`src/design/rtp_pkg.sv`:
```
// Notes on behaviour
// [RQ1] Local resets need enable and display mode
// [RQ2] Button pair held over 3 s clears run-time
// [RQ3] Remote contacts joined over 1 s clear run-time
// [RQ4] Grand total counts alongside, survives run-time clear
// [RQ5] Button pair held over 10 s clears total
// [RQ6] Total shown while assigned buttons held
// [RQ7] Menu command clears total, unrecoverable
// [RQ8] Menu entry needs matching four-digit code
// [RQ9] Default code grants access without asking
// [RQ10] New code activates on return to display
// [RQ11] Confirmation word then accept restores defaults
// [RQ12] Output enable gates without touching parameters
// [RQ13] Direct source copies input pulse
// [RQ14] Scaled source divides by one of five
// [RQ15] Scaled pulse width from fixed ms list
// [RQ16] Divisor and width editable only when scaled
// [RQ17] Scaled indicator lit while switch conducts
// [RQ18] Direct indicator lit continuously
// [RQ19] Pending pulses stored, emitted when width allows
// [RQ20] Pending count discarded on total clear
// [RQ21] Divisor and width lists are parameters
`default_nettype none
package rtp_pkg;
	localparam int unsigned CLK_HZ        = 40_000_000;
	localparam int unsigned RT_HOLD_MS    = 3000;
	localparam int unsigned GT_HOLD_MS    = 10000;
	localparam int unsigned RMT_HOLD_MS   = 1000;
	localparam int unsigned CYC_PER_MS    = CLK_HZ / 1000;
	localparam int unsigned RT_HOLD_CYC   = RT_HOLD_MS * CYC_PER_MS;
	localparam int unsigned GT_HOLD_CYC   = GT_HOLD_MS * CYC_PER_MS;
	localparam int unsigned RMT_HOLD_CYC  = RMT_HOLD_MS * CYC_PER_MS;
	localparam int unsigned CNT_W         = 32;
	localparam logic [15:0] CODE_DEFAULT  = 16'h0000;
	localparam logic [15:0] CONFIRM_WORD  = 16'h5AE1;
	localparam logic [2:0]  DIV_IDX_RST   = 3'h0;
	localparam logic [2:0]  WID_IDX_RST   = 3'h0;
	localparam logic [1:0]  ADDR_W        = 2'h3;
	localparam logic [1:0]  REG_CTRL      = 2'h0;
	localparam logic [1:0]  REG_CODE      = 2'h1;
	localparam logic [1:0]  REG_STAT      = 2'h2;
	localparam logic [1:0]  REG_CMD       = 2'h3;
	typedef enum logic [2:0] {
		MODE_DISPLAY = 3'b001,
		MODE_LOCKED  = 3'b010,
		MODE_CONFIG  = 3'b100
	} rtp_mode_t;
endpackage
`default_nettype wire

```
`src/design/rtp_cfg_if.sv`:
```
`default_nettype none
// Pulse output settings shared between the control top and the pulse engine
interface rtp_cfg_if;
	logic       out_en;
	logic       scaled;
	logic [2:0] div_idx;
	logic [2:0] wid_idx;
	logic       flush;
	modport ctrl (output out_en, output scaled, output div_idx, output wid_idx, output flush);
	modport eng  (input out_en, input scaled, input div_idx, input wid_idx, input flush);
endinterface
`default_nettype wire

```
`src/design/rtp_top.sv`:
```
`default_nettype none
module rtp_top #(
	parameter int unsigned RT_HOLD  = rtp_pkg::RT_HOLD_CYC,
	parameter int unsigned GT_HOLD  = rtp_pkg::GT_HOLD_CYC,
	parameter int unsigned RMT_HOLD = rtp_pkg::RMT_HOLD_CYC
) (
	input  wire logic        i_mclk,
	input  wire logic        i_rst_n,
	input  wire logic        i_tach_pulse,
	input  wire logic        i_btn_pair_rt,
	input  wire logic        i_btn_pair_gt,
	input  wire logic        i_remote_reset_contact_a,
	input  wire logic        i_remote_reset_contact_b,
	input  wire logic        i_runtime_tick,
	input  wire logic [1:0]  i_addr,
	input  wire logic [15:0] i_wdata,
	input  wire logic        i_wr,
	input  wire logic        i_rd,
	output logic      [15:0] o_rdata,
	output logic [rtp_pkg::CNT_W-1:0] o_display,
	output logic             o_show_grand_total,
	output logic             o_output_switch_on,
	output logic             o_retransmit_indicator
);
	import rtp_pkg::*;

	// ----------------------------------------
	// Reset release and pin synchronisers
	// ----------------------------------------
	logic [1:0] rst_sync_ff;
	logic       rst_n;
	always_ff @(posedge i_mclk or negedge i_rst_n)
	begin
		if (!i_rst_n)
			rst_sync_ff <= 2'h0;
		else
			rst_sync_ff <= {rst_sync_ff[0], 1'b1};
	end
	assign rst_n = rst_sync_ff[1];

	// Pins come from the outside world; first stage is read only by the second
	logic [4:0] pin_s1_ff;
	logic [4:0] pin_s2_ff;
	always_ff @(posedge i_mclk or negedge rst_n)
	begin
		if (!rst_n)
		begin
			pin_s1_ff <= 5'h00;
			pin_s2_ff <= 5'h00;
		end
		else
		begin
			pin_s1_ff <= {i_tach_pulse, i_btn_pair_rt, i_btn_pair_gt,
				i_remote_reset_contact_a, i_remote_reset_contact_b};
			pin_s2_ff <= pin_s1_ff;
		end
	end
	logic tach_s;
	logic btn_rt_s;
	logic btn_gt_s;
	logic rc_a_s;
	logic rc_b_s;
	logic remote_s;
	assign {tach_s, btn_rt_s, btn_gt_s, rc_a_s, rc_b_s} = pin_s2_ff;
	// Contacts joined only after both copies are synchronised, so no raw-pin glitch reaches the timer
	assign remote_s = rc_a_s & rc_b_s;

	// ----------------------------------------
	// Registers
	// ----------------------------------------
	rtp_mode_t   mode_ff;
	logic        loc_rt_en_ff;
	logic        loc_gt_en_ff;
	logic        out_en_ff;
	logic        scaled_ff;
	logic [2:0]  div_idx_ff;
	logic [2:0]  wid_idx_ff;
	logic [15:0] code_pend_ff;
	logic [15:0] code_act_ff;
	logic [15:0] entry_ff;
	logic [CNT_W-1:0] rt_cnt_ff;
	logic [CNT_W-1:0] gt_cnt_ff;

	logic wr_ctrl;
	logic wr_code;
	logic wr_cmd;
	logic in_disp;
	logic in_cfg;
	logic cmd_enter;
	logic cmd_exit;
	logic cmd_gt_clr;
	logic cmd_restore;
	logic rt_fire;
	logic gt_fire;
	logic rmt_fire;
	logic rt_clr;
	logic gt_clr;

	assign wr_ctrl     = i_wr && i_addr == REG_CTRL && in_cfg;
	assign wr_code     = i_wr && i_addr == REG_CODE;
	assign wr_cmd      = i_wr && i_addr == REG_CMD;
	assign in_disp     = mode_ff == MODE_DISPLAY;
	assign in_cfg      = mode_ff == MODE_CONFIG;
	// Command word: bit0 enter menu, bit1 back to display, bit2 clear total, bit3 accept restore
	assign cmd_enter   = wr_cmd && i_wdata[0] && !in_cfg;
	assign cmd_exit    = wr_cmd && i_wdata[1] && in_cfg;
	assign cmd_gt_clr  = wr_cmd && i_wdata[2] && in_cfg;                              // see [RQ7]
	assign cmd_restore = wr_cmd && i_wdata[3] && in_cfg && entry_ff == CONFIRM_WORD;  // see [RQ11]

	// Mode sequencing
	always_ff @(posedge i_mclk or negedge rst_n)
	begin
		if (!rst_n)
			mode_ff <= MODE_DISPLAY;
		else if (cmd_restore || cmd_exit)
			mode_ff <= MODE_DISPLAY;
		else if (cmd_enter)
		begin
			if (code_act_ff == CODE_DEFAULT)
				mode_ff <= MODE_CONFIG;                                   // see [RQ9]
			else
				mode_ff <= MODE_LOCKED;
		end
		else if (mode_ff == MODE_LOCKED && wr_cmd && i_wdata[4])
			mode_ff <= (entry_ff == code_act_ff) ? MODE_CONFIG : MODE_DISPLAY; // see [RQ8]
	end

	// Digit entry: one nibble at a time, index in bits 9:8, value in 15:12
	always_ff @(posedge i_mclk or negedge rst_n)
	begin
		if (!rst_n)
			entry_ff <= 16'h0000;
		else if (cmd_enter || cmd_exit || cmd_restore)
			entry_ff <= 16'h0000;
		else if (wr_cmd && i_wdata[5])
		begin
			unique case (i_wdata[9:8])
				2'h0: entry_ff[15:12] <= i_wdata[15:12];
				2'h1: entry_ff[11:8]  <= i_wdata[15:12];
				2'h2: entry_ff[7:4]   <= i_wdata[15:12];
				2'h3: entry_ff[3:0]   <= i_wdata[15:12];
			endcase // see [RQ8]
		end
	end

	// Security code: edited in menu, active on return to display
	always_ff @(posedge i_mclk or negedge rst_n)
	begin
		if (!rst_n)
		begin
			code_pend_ff <= CODE_DEFAULT;
			code_act_ff  <= CODE_DEFAULT;
		end
		else if (cmd_restore)
		begin
			code_pend_ff <= CODE_DEFAULT;
			code_act_ff  <= CODE_DEFAULT;
		end
		else
		begin
			if (wr_code && in_cfg)
				code_pend_ff <= i_wdata;
			if (cmd_exit)
				code_act_ff <= code_pend_ff; // see [RQ10]
		end
	end

	// Configuration bits; divisor and width only accepted while scaled
	always_ff @(posedge i_mclk or negedge rst_n)
	begin
		if (!rst_n)
		begin
			loc_rt_en_ff <= 1'b0;
			loc_gt_en_ff <= 1'b0;
			out_en_ff    <= 1'b0;
			scaled_ff    <= 1'b0;
			div_idx_ff   <= DIV_IDX_RST;
			wid_idx_ff   <= WID_IDX_RST;
		end
		else if (cmd_restore)
		begin
			loc_rt_en_ff <= 1'b0;
			loc_gt_en_ff <= 1'b0;
			out_en_ff    <= 1'b0;
			scaled_ff    <= 1'b0;
			div_idx_ff   <= DIV_IDX_RST;
			wid_idx_ff   <= WID_IDX_RST; // see [RQ11]
		end
		else if (wr_ctrl)
		begin
			loc_rt_en_ff <= i_wdata[0];
			loc_gt_en_ff <= i_wdata[1];
			out_en_ff    <= i_wdata[2];   // see [RQ12]
			scaled_ff    <= i_wdata[3];
			if (scaled_ff)
			begin
				div_idx_ff <= i_wdata[6:4]; // see [RQ16]
				wid_idx_ff <= i_wdata[10:8];
			end
		end
	end

	// ----------------------------------------
	// Hold timers and counters
	// ----------------------------------------
	rtp_hold_timer #(.HOLD_CYC(RT_HOLD)) u_rt_hold (
		.i_mclk  (i_mclk),
		.i_rst_n (rst_n),
		.i_hold  (btn_rt_s && in_disp && loc_rt_en_ff), // see [RQ1] [RQ2]
		.o_fire  (rt_fire)
	);
	rtp_hold_timer #(.HOLD_CYC(GT_HOLD)) u_gt_hold (
		.i_mclk  (i_mclk),
		.i_rst_n (rst_n),
		.i_hold  (btn_gt_s && in_disp && loc_gt_en_ff), // see [RQ1] [RQ5]
		.o_fire  (gt_fire)
	);
	rtp_hold_timer #(.HOLD_CYC(RMT_HOLD)) u_rmt_hold (
		.i_mclk  (i_mclk),
		.i_rst_n (rst_n),
		.i_hold  (remote_s),                            // see [RQ3]
		.o_fire  (rmt_fire)
	);

	assign rt_clr = rt_fire || rmt_fire;
	assign gt_clr = gt_fire || cmd_gt_clr;

	// Both counters advance on the same tick; clearing one leaves the other
	always_ff @(posedge i_mclk or negedge rst_n)
	begin
		if (!rst_n)
		begin
			rt_cnt_ff <= '0;
			gt_cnt_ff <= '0;
		end
		else
		begin
			if (rt_clr)
				rt_cnt_ff <= '0;
			else if (i_runtime_tick)
				rt_cnt_ff <= rt_cnt_ff + 1'b1;
			if (gt_clr)
				gt_cnt_ff <= '0;                 // see [RQ4] [RQ7]
			else if (i_runtime_tick)
				gt_cnt_ff <= gt_cnt_ff + 1'b1;
		end
	end

	// Display selection
	always_ff @(posedge i_mclk or negedge rst_n)
	begin
		if (!rst_n)
		begin
			o_display          <= '0;
			o_show_grand_total <= 1'b0;
		end
		else
		begin
			o_show_grand_total <= in_disp && btn_gt_s;                    // see [RQ6]
			o_display          <= (in_disp && btn_gt_s) ? gt_cnt_ff : rt_cnt_ff;
		end
	end

	// Read port, data one cycle after strobe
	always_ff @(posedge i_mclk or negedge rst_n)
	begin
		if (!rst_n)
			o_rdata <= 16'h0000;
		else if (i_rd)
		begin
			unique case (i_addr)
				REG_CTRL: o_rdata <= {5'h0, wid_idx_ff, 1'b0, div_idx_ff,
					scaled_ff, out_en_ff, loc_gt_en_ff, loc_rt_en_ff};
				REG_CODE: o_rdata <= in_cfg ? code_pend_ff : 16'h0000;
				REG_STAT: o_rdata <= {13'h0, mode_ff};
				REG_CMD:  o_rdata <= 16'h0000;
			endcase
		end
		else
			o_rdata <= 16'h0000;
	end

	// ----------------------------------------
	// Pulse output
	// ----------------------------------------
	rtp_cfg_if cfg_bus ();
	assign cfg_bus.out_en  = out_en_ff;
	assign cfg_bus.scaled  = scaled_ff;
	assign cfg_bus.div_idx = div_idx_ff;
	assign cfg_bus.wid_idx = wid_idx_ff;
	assign cfg_bus.flush   = gt_clr || rt_clr; // see [RQ20]

	rtp_pulse_eng u_eng (
		.i_mclk      (i_mclk),
		.i_rst_n     (rst_n),
		.i_pulse     (tach_s),
		.cfg         (cfg_bus.eng),
		.o_switch_on (o_output_switch_on),
		.o_indicator (o_retransmit_indicator)
	);

	// ----------------------------------------
	// Rule checks
	// ----------------------------------------
	a_gt_clear: assert property (@(posedge i_mclk) disable iff (!rst_n)
		gt_clr |=> gt_cnt_ff == '0) // see [RQ5] [RQ7]
		else $error("total not cleared");
	a_open_code: assert property (@(posedge i_mclk) disable iff (!rst_n)
		cmd_enter && code_act_ff == CODE_DEFAULT |=> mode_ff == MODE_CONFIG) // see [RQ9]
		else $error("default code did not open menu");
	a_wrong_code: assert property (@(posedge i_mclk) disable iff (!rst_n)
		mode_ff == MODE_LOCKED && wr_cmd && i_wdata[4] && !i_wdata[0] && entry_ff != code_act_ff
		|=> mode_ff == MODE_DISPLAY) // see [RQ8]
		else $error("wrong code opened menu");
	a_locked_stays: assert property (@(posedge i_mclk) disable iff (!rst_n)
		mode_ff == MODE_LOCKED && !(wr_cmd && (i_wdata[4] || i_wdata[0])) |=> mode_ff == MODE_LOCKED) // see [RQ8]
		else $error("locked state left without code");
	a_div_guard: assert property (@(posedge i_mclk) disable iff (!rst_n)
		wr_ctrl && !scaled_ff |=> div_idx_ff == $past(div_idx_ff) && wid_idx_ff == $past(wid_idx_ff)) // see [RQ16]
		else $error("divisor edited while direct");
	a_total_value: assert property (@(posedge i_mclk) disable iff (!rst_n)
		in_disp && btn_gt_s |=> o_display == $past(gt_cnt_ff)) // see [RQ6]
		else $error("total value not displayed");
	a_gt_survives: assert property (@(posedge i_mclk) disable iff (!rst_n)
		rt_clr && !gt_clr && !i_runtime_tick |=> gt_cnt_ff == $past(gt_cnt_ff)) // see [RQ4]
		else $error("total changed by run-time clear");
	a_rt_clear: assert property (@(posedge i_mclk) disable iff (!rst_n)
		rt_clr |=> rt_cnt_ff == '0) // see [RQ2] [RQ3]
		else $error("run-time not cleared");
	a_local_gated: assert property (@(posedge i_mclk) disable iff (!rst_n)
		rt_fire |-> $past(in_disp) && loc_rt_en_ff) // see [RQ1]
		else $error("local clear outside display");
	a_code_deferred: assert property (@(posedge i_mclk) disable iff (!rst_n)
		!cmd_exit && !cmd_restore |=> code_act_ff == $past(code_act_ff)) // see [RQ10]
		else $error("code activated early");
	a_restore_disp: assert property (@(posedge i_mclk) disable iff (!rst_n)
		cmd_restore |=> mode_ff == MODE_DISPLAY && !out_en_ff) // see [RQ11]
		else $error("restore incomplete");
	a_gt_shown: assert property (@(posedge i_mclk) disable iff (!rst_n)
		in_disp && btn_gt_s |=> o_show_grand_total) // see [RQ6]
		else $error("total not shown");
	c_remote_clr: cover property (@(posedge i_mclk) disable iff (!rst_n) rmt_fire);
	c_locked_entry: cover property (@(posedge i_mclk) disable iff (!rst_n) mode_ff == MODE_LOCKED);
	c_restore: cover property (@(posedge i_mclk) disable iff (!rst_n) cmd_restore);
endmodule
`default_nettype wire

```
`src/design/rtp_pulse_eng.sv`:
```
`default_nettype none
module rtp_pulse_eng #(
	parameter int unsigned DIV0 = 1,
	parameter int unsigned DIV1 = 10,
	parameter int unsigned DIV2 = 20,
	parameter int unsigned DIV3 = 50,
	parameter int unsigned DIV4 = 100,
	parameter int unsigned WID0 = 10,
	parameter int unsigned WID1 = 20,
	parameter int unsigned WID2 = 50,
	parameter int unsigned WID3 = 100,
	parameter int unsigned WID4 = 200
) (
	input  wire logic      i_mclk,
	input  wire logic      i_rst_n,
	input  wire logic      i_pulse,
	rtp_cfg_if.eng         cfg,
	output logic           o_switch_on,
	output logic           o_indicator
);
	import rtp_pkg::*;

	// ----------------------------------------
	// List lookups
	// ----------------------------------------
	// Index beyond the list falls back to the first entry
	function automatic logic [15:0] div_of(input logic [2:0] idx);
		unique case (idx)
			3'h1:    div_of = 16'(DIV1);
			3'h2:    div_of = 16'(DIV2);
			3'h3:    div_of = 16'(DIV3);
			3'h4:    div_of = 16'(DIV4);
			default: div_of = 16'(DIV0);
		endcase
	endfunction

	function automatic logic [31:0] wid_of(input logic [2:0] idx);
		unique case (idx)
			3'h1:    wid_of = 32'(WID1 * CYC_PER_MS);
			3'h2:    wid_of = 32'(WID2 * CYC_PER_MS);
			3'h3:    wid_of = 32'(WID3 * CYC_PER_MS);
			3'h4:    wid_of = 32'(WID4 * CYC_PER_MS);
			default: wid_of = 32'(WID0 * CYC_PER_MS);
		endcase
	endfunction // see [RQ21]

	logic        pulse_d_ff;
	logic [15:0] div_cnt_ff;
	logic [15:0] pend_ff;
	logic [31:0] wid_cnt_ff;
	logic        busy_ff;
	logic        rise;
	logic        tick;
	logic        start;

	assign rise  = i_pulse & ~pulse_d_ff;
	assign tick  = cfg.scaled && rise && (div_cnt_ff + 16'h0001 >= div_of(cfg.div_idx)); // see [RQ14]
	assign start = !busy_ff && (pend_ff != 16'h0000 || tick);

	// ----------------------------------------
	// Edge capture and divider
	// ----------------------------------------
	always_ff @(posedge i_mclk or negedge i_rst_n)
	begin
		if (!i_rst_n)
		begin
			pulse_d_ff <= 1'b0;
			div_cnt_ff <= 16'h0000;
		end
		else
		begin
			pulse_d_ff <= i_pulse;
			if (cfg.flush || !cfg.scaled)
				div_cnt_ff <= 16'h0000;
			else if (tick)
				div_cnt_ff <= 16'h0000;
			else if (rise)
				div_cnt_ff <= div_cnt_ff + 16'h0001;
		end
	end

	// Pending store: tick adds one, a started pulse takes one
	always_ff @(posedge i_mclk or negedge i_rst_n)
	begin
		if (!i_rst_n)
			pend_ff <= 16'h0000;
		else if (cfg.flush)
			pend_ff <= 16'h0000; // see [RQ20]
		else if (tick && !start)
			pend_ff <= (pend_ff == 16'hFFFF) ? pend_ff : pend_ff + 16'h0001; // see [RQ19]
		else if (start && !tick)
			pend_ff <= pend_ff - 16'h0001;
	end

	// Width stretcher
	always_ff @(posedge i_mclk or negedge i_rst_n)
	begin
		if (!i_rst_n)
		begin
			busy_ff    <= 1'b0;
			wid_cnt_ff <= 32'h0000_0000;
		end
		else if (!cfg.scaled)
		begin
			busy_ff    <= 1'b0;
			wid_cnt_ff <= 32'h0000_0000;
		end
		else if (start)
		begin
			busy_ff    <= 1'b1;
			wid_cnt_ff <= wid_of(cfg.wid_idx) - 32'h0000_0001; // see [RQ15]
		end
		else if (busy_ff)
		begin
			if (wid_cnt_ff == 32'h0000_0000)
				busy_ff <= 1'b0;
			else
				wid_cnt_ff <= wid_cnt_ff - 32'h0000_0001;
		end
	end

	// Output switch and indicator registered
	always_ff @(posedge i_mclk or negedge i_rst_n)
	begin
		if (!i_rst_n)
		begin
			o_switch_on <= 1'b0;
			o_indicator <= 1'b0;
		end
		else
		begin
			o_switch_on <= cfg.out_en && (cfg.scaled ? busy_ff : i_pulse); // see [RQ12] [RQ13]
			o_indicator <= cfg.out_en && (cfg.scaled ? busy_ff : 1'b1);    // see [RQ17] [RQ18]
		end
	end

	a_direct_copy: assert property (@(posedge i_mclk) disable iff (!i_rst_n)
		cfg.out_en && !cfg.scaled && $stable(cfg.scaled) |=> o_switch_on == $past(i_pulse)) // see [RQ13]
		else $error("direct output does not copy input");
	a_disabled_off: assert property (@(posedge i_mclk) disable iff (!i_rst_n)
		!cfg.out_en |=> !o_switch_on) // see [RQ12]
		else $error("disabled output conducts");
	a_scaled_ind: assert property (@(posedge i_mclk) disable iff (!i_rst_n)
		cfg.scaled && $past(cfg.scaled) |-> o_indicator == o_switch_on) // see [RQ17]
		else $error("indicator differs from switch");
	a_direct_ind: assert property (@(posedge i_mclk) disable iff (!i_rst_n)
		cfg.out_en && !cfg.scaled |=> o_indicator) // see [RQ18]
		else $error("direct indicator dark");
	a_pend_flush: assert property (@(posedge i_mclk) disable iff (!i_rst_n)
		cfg.flush |=> pend_ff == 16'h0000) // see [RQ20]
		else $error("pending count survives flush");
	c_scaled_pulse: cover property (@(posedge i_mclk) disable iff (!i_rst_n) cfg.scaled && start);
	c_backlog: cover property (@(posedge i_mclk) disable iff (!i_rst_n) pend_ff > 16'h0001);
endmodule
`default_nettype wire

```
`src/design/rtp_hold_timer.sv`:
```
`default_nettype none
module rtp_hold_timer #(
	parameter int unsigned HOLD_CYC = 40_000_000
) (
	input  wire logic i_mclk,
	input  wire logic i_rst_n,
	input  wire logic i_hold,
	output logic      o_fire
);
	import rtp_pkg::*;

	logic [31:0] cnt_ff;
	logic        done_ff;

	// Fires once after a continuous hold longer than HOLD_CYC; re-arms on release
	always_ff @(posedge i_mclk or negedge i_rst_n)
	begin
		if (!i_rst_n)
		begin
			cnt_ff  <= 32'h0000_0000;
			done_ff <= 1'b0;
		end
		else if (!i_hold)
		begin
			cnt_ff  <= 32'h0000_0000;
			done_ff <= 1'b0;
		end
		else if (!done_ff)
		begin
			if (cnt_ff >= 32'(HOLD_CYC))
				done_ff <= 1'b1;
			else
				cnt_ff <= cnt_ff + 32'h0000_0001;
		end
	end

	assign o_fire = i_hold && !done_ff && (cnt_ff >= 32'(HOLD_CYC));

	a_no_early_fire: assert property (@(posedge i_mclk) disable iff (!i_rst_n)
		o_fire |-> cnt_ff == 32'(HOLD_CYC))
		else $error("hold timer fired early");
endmodule
`default_nettype wire

```
`config.mk`:
```
export PLATFORM = sky130hd
export DESIGN_NAME = rtp_top
export DESIGN_NICKNAME = d
export VERILOG_FILES = /design/src/design/rtp_pkg.sv /design/src/design/rtp_cfg_if.sv /design/src/design/rtp_top.sv /design/src/design/rtp_pulse_eng.sv /design/src/design/rtp_hold_timer.sv
export SDC_FILE = /design/constraint.sdc
export NUM_CORES = 1
export LEC_CHECK = 0
export BUFFER_PORTS_ARGS = -buffer_cell sky130_fd_sc_hd__clkbuf_2
export CAP_MARGIN = 40
export CORE_MARGIN = 8
export CORE_UTILIZATION = 55
export DETAILED_ROUTE_END_ITERATION = 7
export PLACE_DENSITY = 0.72
export SETUP_SLACK_MARGIN = 0.05
export SLEW_MARGIN = 20
export SYNTH_ARGS = -nofsm -noshare
export SYNTH_HDL_FRONTEND = slang
export SYNTH_HIERARCHICAL = 1
export SYNTH_SLANG_ARGS = --single-unit
```
`constraint.sdc`:
```
create_clock -name i_mclk -period 18.7 [get_ports i_mclk]
set_input_delay 1.87 -clock i_mclk [delete_from_list [all_inputs] [get_ports i_mclk]]
set_output_delay 1.87 -clock i_mclk [all_outputs]
set_load 0.1 [all_outputs]
```
After elaboration in Yosys (flattened, before gate mapping) --
Cells that the tools add are included.
Word-level totals: flip-flop bits (word level) 353, input port bits 28, output and inout port bits 51, word-level logic and storage cells 235
Cells by class: add/sub/neg operators 10, magnitude comparators 4, eq/ne operators 29, multiplexer cells 76, bitwise logic cells 3, reduce and logical (&&, ||, !) cells 79
Operators with widths (count):
- $mux W32 | 20
- $mux W16 | 15
- $add A32 B1 Y32 const B | 5
- $pmux W23 S4 | 1
- $pmux W16 S4 | 1
- $sub A32 B1 Y32 const B | 2
- $logic_and A1 B1 Y1 | 34
- $mux W3 | 11
- $add A16 B1 Y16 const B | 2
- $ge A32 B26 Y1 const B | 1
- $ge A32 B27 Y1 const B | 1
- $ge A32 B29 Y1 const B | 1
- $logic_not A32 Y1 | 1
- $pmux W7 S4 | 1
- $mux W1 | 23
- $reduce_bool A2 Y1 | 11
- $reduce_and A2 Y1 | 10
- $eq A16 B15 Y1 const B | 1
- $eq A16 B16 Y1 | 1
- $eq A16 B16 Y1 const B | 1
- $ge A16 B7 Y1 | 1
- $logic_not A16 Y1 | 1
- $mux W4 | 4
- $reduce_bool A16 Y1 | 1
- 15 further kinds | 51

Longest topological paths before layout --
depth in word-level cells 11, gate-level depth with buffers 20, mapped depth without buffers 19

By module --
Netlist, hierarchy kept.
Modules (own cells, without submodules):
- rtp_top | times used 1, cells an instance 742, area each 8171.6 um2, seq. area each 4655.7 um2
- rtp_pulse_eng | times used 1, cells an instance 507, area each 4556.9 um2, seq. area each 1701.6 um2
- rtp_hold_timer at u_gt_hold | times used 1, cells an instance 184, area each 1786.7 um2, seq. area each 825.8 um2
- rtp_hold_timer at u_rt_hold | times used 1, cells an instance 183, area each 1732.9 um2, seq. area each 825.8 um2
- rtp_hold_timer at u_rmt_hold | times used 1, cells an instance 185, area each 1721.7 um2, seq. area each 825.8 um2

Least setup slack after synthesis --
OpenSTA, ideal clock, no wires.
kind reg2reg, start point reg u_eng.div_cnt_ff[0], end point reg u_eng.pend_ff[14], library setup time 0.127 ns, arrival time 4.369 ns, data required time 18.573 ns, path slack 14.204 ns, cell stages (with the launch flop) 20, path buffers 0, clock period less this slack 4.496 ns, path through dfrtp_1 ha_1 nand2_1 nor2_1 xnor2_1 ha_1 o2111ai_1 nor3_1 a2111oi_4 a21oi_1 inv_1 ha_1 nor2b_1 o31a_1 o221a_2 o31a_1 o41ai_1 o21ai_0 xnor2_1 o22ai_1
Between the ends: cells in the longest elaborated chain, start to end 9, elaborated cells on any way between the ends 14, those cells by class add/sub (1); order compare (1); eq/ne (1); mux (2); reduce/logical (9)
RTL lines:
- start, declared | line rtp_pulse_eng.sv:48 | logic [15:0] div_cnt_ff;
- start signal, assigned | line rtp_pulse_eng.sv:78 | div_cnt_ff <= div_cnt_ff + 16'h0001;
- $add A16 B1 Y16 * | line rtp_pulse_eng.sv:57 | assign tick = cfg.scaled && rise && (div_cnt_ff + 16'h0001 >= div_of(cfg.div_idx));
- $ge A16 B7 Y1 * | line rtp_pulse_eng.sv:57
- $logic_and A1 B1 Y1 * | line rtp_pulse_eng.sv:57
- $logic_or A1 B1 Y1 | line rtp_pulse_eng.sv:58 | assign start = !busy_ff && (pend_ff != 16'h0000 || tick);
- $logic_and A1 B1 Y1 | line rtp_pulse_eng.sv:58
- $logic_not A1 Y1 | line rtp_pulse_eng.sv:89 | else if (tick && !start)
- $logic_and A1 B1 Y1 | line rtp_pulse_eng.sv:89
- $ne A3 B2 Y1 (no line), or another cell as far along
- $reduce_and A2 Y1 (no line) or $mux W16 (tied branches)
- end signal, assigned | line rtp_pulse_eng.sv:90 | pend_ff <= (pend_ff == 16'hFFFF) ? pend_ff : pend_ff + 16'h0001;
- end signal, assigned | line rtp_pulse_eng.sv:92 | pend_ff <= pend_ff - 16'h0001;
- end, declared | line rtp_pulse_eng.sv:49 | logic [15:0] pend_ff;
Every way passes the cells marked *; elsewhere a longest branch is shown, timed or not. A chain may end at the register's enable or synchronous reset.

Final worst setup path --
Ends and elaborated chain as after synthesis.

==> results.py <==
metrics = {
    "status": {
        "status": "finished, final reports clean",
    },
    "sta": {
        "tns_ns": 0,
        "timing.fmax_mhz": 197,
        "tightest_slew_ns": 0.842,
        "post-route-min-period_ns": 5.08,
        "relSlewSlack_pct": 43.1,
        "setup_viol": 0,
        "fin_skew_ns": 0.0234,
        "slew_violations": 0,
        "post-route-period-util_pct": 27.2,
        "report.final.hold_viol_count": 0,
        "grt_setup_unrepaired": "no",
    },
    "synth": {
        "avgSynthCellArea_um2": 9.98,
        "syn_inst": 1801,
        "syn_nets": 1861,
        "synth_commonest_cells": "dfrtp_1 (352), nor2_1 (204), nand2_1 (129)",
        "ys_seq_elements": 353,
        "synth.most_common_cell": "dfrtp_1",
        "ys_async_sr_fraction_pct": 100,
        "netlist_area_um2": 18000,
        "synth_flop_cell": "dfrtp_1",
        "synth_cell_type_count": 86,
        "synth_area_leader_cell": "dfrtp_1",
        "synth_edf_count": 0,
        "synth.top_cell.area_share_pct": 49.0,
        "synth.top_cells.by_area": "dfrtp_1 (49%), nor2_1 (4.3%), xor2_1 (4.1%)",
        "seq_area_frac_synth_pct": 49.2,
        "ys.warnings.count": 6,
    },
    "clocking": {
        "cts_buffers": 39,
        "clk_pin_slew_ns": 0.06,
        "clock_path_buffers": 3,
        "cts_setup_buffers": 0,
        "ctsRootBufferMaster": "clkbuf_16",
        "clkLatencyLatePin_ns": 0.53,
        "hold_buffers": 0,
        "cts_sinks": 353,
        "cts_tree": "yes",
        "h-tree-depth": 2,
        "cts_resized": 0,
    },
    "placed_design": {
        "hpwl_um": 28300,
        "place_area_um2": 18800,
        "gp_congestion": 0.857,
        "port_buffers": 78,
        "dp_cells": 2274,
    },
    "pwr": {
        "pwr-share-seq_pct": 40.0,
        "leakagePower_nw": 8.98,
        "switchingPower_mw": 0.884,
        "power_density_nw_per_um2": 125,
        "combPwrFrac_pct": 28.6,
        "clkPwrFrac_pct": 31.4,
        "sw_frac_of_total_pct": 34.9,
        "peakVddDrop_mv": 0.135,
        "p_int_mw": 1.65,
    },
    "layout": {
        "final_area_um2": 20300,
        "final_util_pct": 62.6,
        "finalNetCount": 1935,
        "syn_to_final_growth_pct": 12.7,
        "drive_above_1_share_pct": 13.7,
        "instances_no_fill": 2346,
    },
    "floorplan": {
        "initial_core_util_pct": 55.5,
        "num_io_pins": 79,
        "die_w_um": 197,
        "row_count": 66,
        "die_area_um2": 38700,
        "die-height_um": 197,
        "design.core.area_um2": 32400,
    },
    "detailed_routing": {
        "drc": 0,
        "routed_wirelength_um": 40700,
        "drtPass1Iterations": 7,
        "num_vias": 13800,
        "antenna_left": 0,
        "route.detailed.wl_per_inst_um": 17.3,
        "routed_via_density": 5.89,
        "drt_iter0_drc": 1019,
    },
    "setup_path": {
        "r2r_slack_ns": 13.62,
        "critPathKind": "reg2reg",
        "reg2reg_from": "u_eng/div_cnt_ff[0]$_DFFE_PN0P_",
        "startpoint_type": "flop",
        "crit_path_end_kind": "flop",
        "arrival_ns": 5.47,
        "crit_path_max_fanout": 14,
        "worstPathRequired_ns": 19.09,
        "r2r_cells": 19,
        "reg2reg_to": "u_eng/pend_ff[14]$_DFFE_PN0P_",
    },
    "min_path": {
        "hp-class": "reg2async",
    },
    "global_route": {
        "grt_usage_pct": 21.1,
        "first_global_vias": 13800,
        "grt_pass1_wl_um": 68900,
        "antenna_found_initial": 5,
        "grt_max_degree": 72,
        "overflow": 0,
    },
    "flow_run": {
        "drv_cap": 0,
    },
}
==> worst max-delay path by stage <==
stage / endpoint / cells past startpoint / from
floorplan: cfg_bus.div_idx[0]$_DFFE_PN0P_ / 0 / rst_sync_ff[1]$_DFF_PN0_
global placement: u_eng/pend_ff[6]$_DFFE_PN0P_ / 7 / i_addr[0]
detailed placement: u_eng/pend_ff[15]$_DFFE_PN0P_ / 9 / i_addr[0]
CTS: u_eng/pend_ff[14]$_DFFE_PN0P_ / 19 / u_eng/div_cnt_ff[0]$_DFFE_PN0P_
global route: u_eng/pend_ff[14]$_DFFE_PN0P_ / 19 / u_eng/div_cnt_ff[0]$_DFFE_PN0P_
finish: u_eng/pend_ff[14]$_DFFE_PN0P_ / 19 / u_eng/div_cnt_ff[0]$_DFFE_PN0P_
==> flip-flops by register name (all words and copies together) (netlist names), 32 cells and up <==
signal             count
u_eng/wid_cnt_ff      32
u_rt_hold/cnt_ff      32
o_display             32
u_gt_hold/cnt_ff      32
gt_cnt_ff             32
u_rmt_hold/cnt_ff     32
rt_cnt_ff             32
==> layout by cell type (no fill, tap or decap), types with 13 or more instances in the layout <==
master / netlist / routed
ha_1: 31 / 31
or3_1: 42 / 42
mux2i_1: 57 / 57
nand3_1: 95 / 95
or4_1: 21 / 21
buf_4: 3 / 13
o31ai_1: 21 / 21
clkbuf_16: 0 / 40
xor2_1: 84 / 84
dfrtp_1: 352 / 351
nand2_1: 129 / 129
o21ai_0: 51 / 51
o21a_1: 13 / 13
mux2_2: 31 / 31
xnor2_1: 48 / 48
nor3_1: 43 / 43
and3_1: 20 / 20
nor2_1: 204 / 204
clkbuf_2: 0 / 78
inv_1: 40 / 40
nand2b_1: 25 / 25
nand4_1: 54 / 54
a21oi_1: 106 / 106
and2_1: 41 / 41
nor4_1: 31 / 31
==> area by class of cell <==
cell class / instances / area (um2)
Fill cell: 2675 / 12100
Clock inverter: 13 / 188
Sequential cell: 353 / 8840
Timing Repair Buffer: 104 / 706
Antenna cell: 1 / 2.50
Tap cell: 442 / 553
Multi-Input combinational cell: 1335 / 8640
Inverter: 42 / 158
Clock buffer: 56 / 1170
==> layer usage <==
metal / global-route usage [%] / part of all wire (%)
met2: 34.3 / 47
met1: 29.2 / 46
met5: 0 / 0.12
met3: 3.82 / 5.3
met4: 5.24 / 1.8
==> cells by family (layout without fill, tap and decap cells) <==
family,count (synthesis),in the layout,share of synthesized area (%)
fa+ha+maj,32,32,2.27
buf+inv,113,215,2.81
simple gates,801,801,24.3
mux,90,90,5.28
compound gates,279,279,9.74
other cells,1,2,0.0209
xor+xnor,132,132,6.43
flops,353,353,49.2
==> per-stage QoR <==
step | setup WS (ns) | power, mW | hold slack, ns
3_3_place_gp | 12.96 | 1.71 | 0.332
3_5_place_dp | 13.62 | 1.74 | 0.335
2_1_floorplan | 8.13 | 1.57 | 0.331
5_1_grt | 13.13 | 2.68 | 0.236
6_report | 13.62 | 2.54 | 0.200
4_1_cts | 13.62 | 2.55 | 0.349
==> power by group through the flow <==
stage,clock network (mW),logic [mW],registers (mW)
floorplan,0,0.487,1.09
global placement,0,0.687,1.02
detailed placement,0,0.718,1.02
CTS,0.813,0.723,1.01
global route,0.844,0.806,1.03
finish,0.797,0.725,1.01
==> critical path, cell delays in order, from the launching register on <==
cell and delay [ns]:
dfrtp_1 0.42, ha_1 0.29, nand2_1 0.17, nor2_1 0.16
xnor2_1 0.17, ha_1 0.31, o2111ai_1 0.12, nor3_1 0.10
a2111oi_4 0.36, a21oi_1 0.22, inv_1 0.43, ha_1 0.37
nor2b_1 0.16, o31a_1 0.27, o221a_2 0.25, o31a_1 0.27
o41ai_1 0.42, o21ai_0 0.20, xnor2_1 0.18, o22ai_1 0.09
No activity file was read; power rests on OpenSTA's default activity.
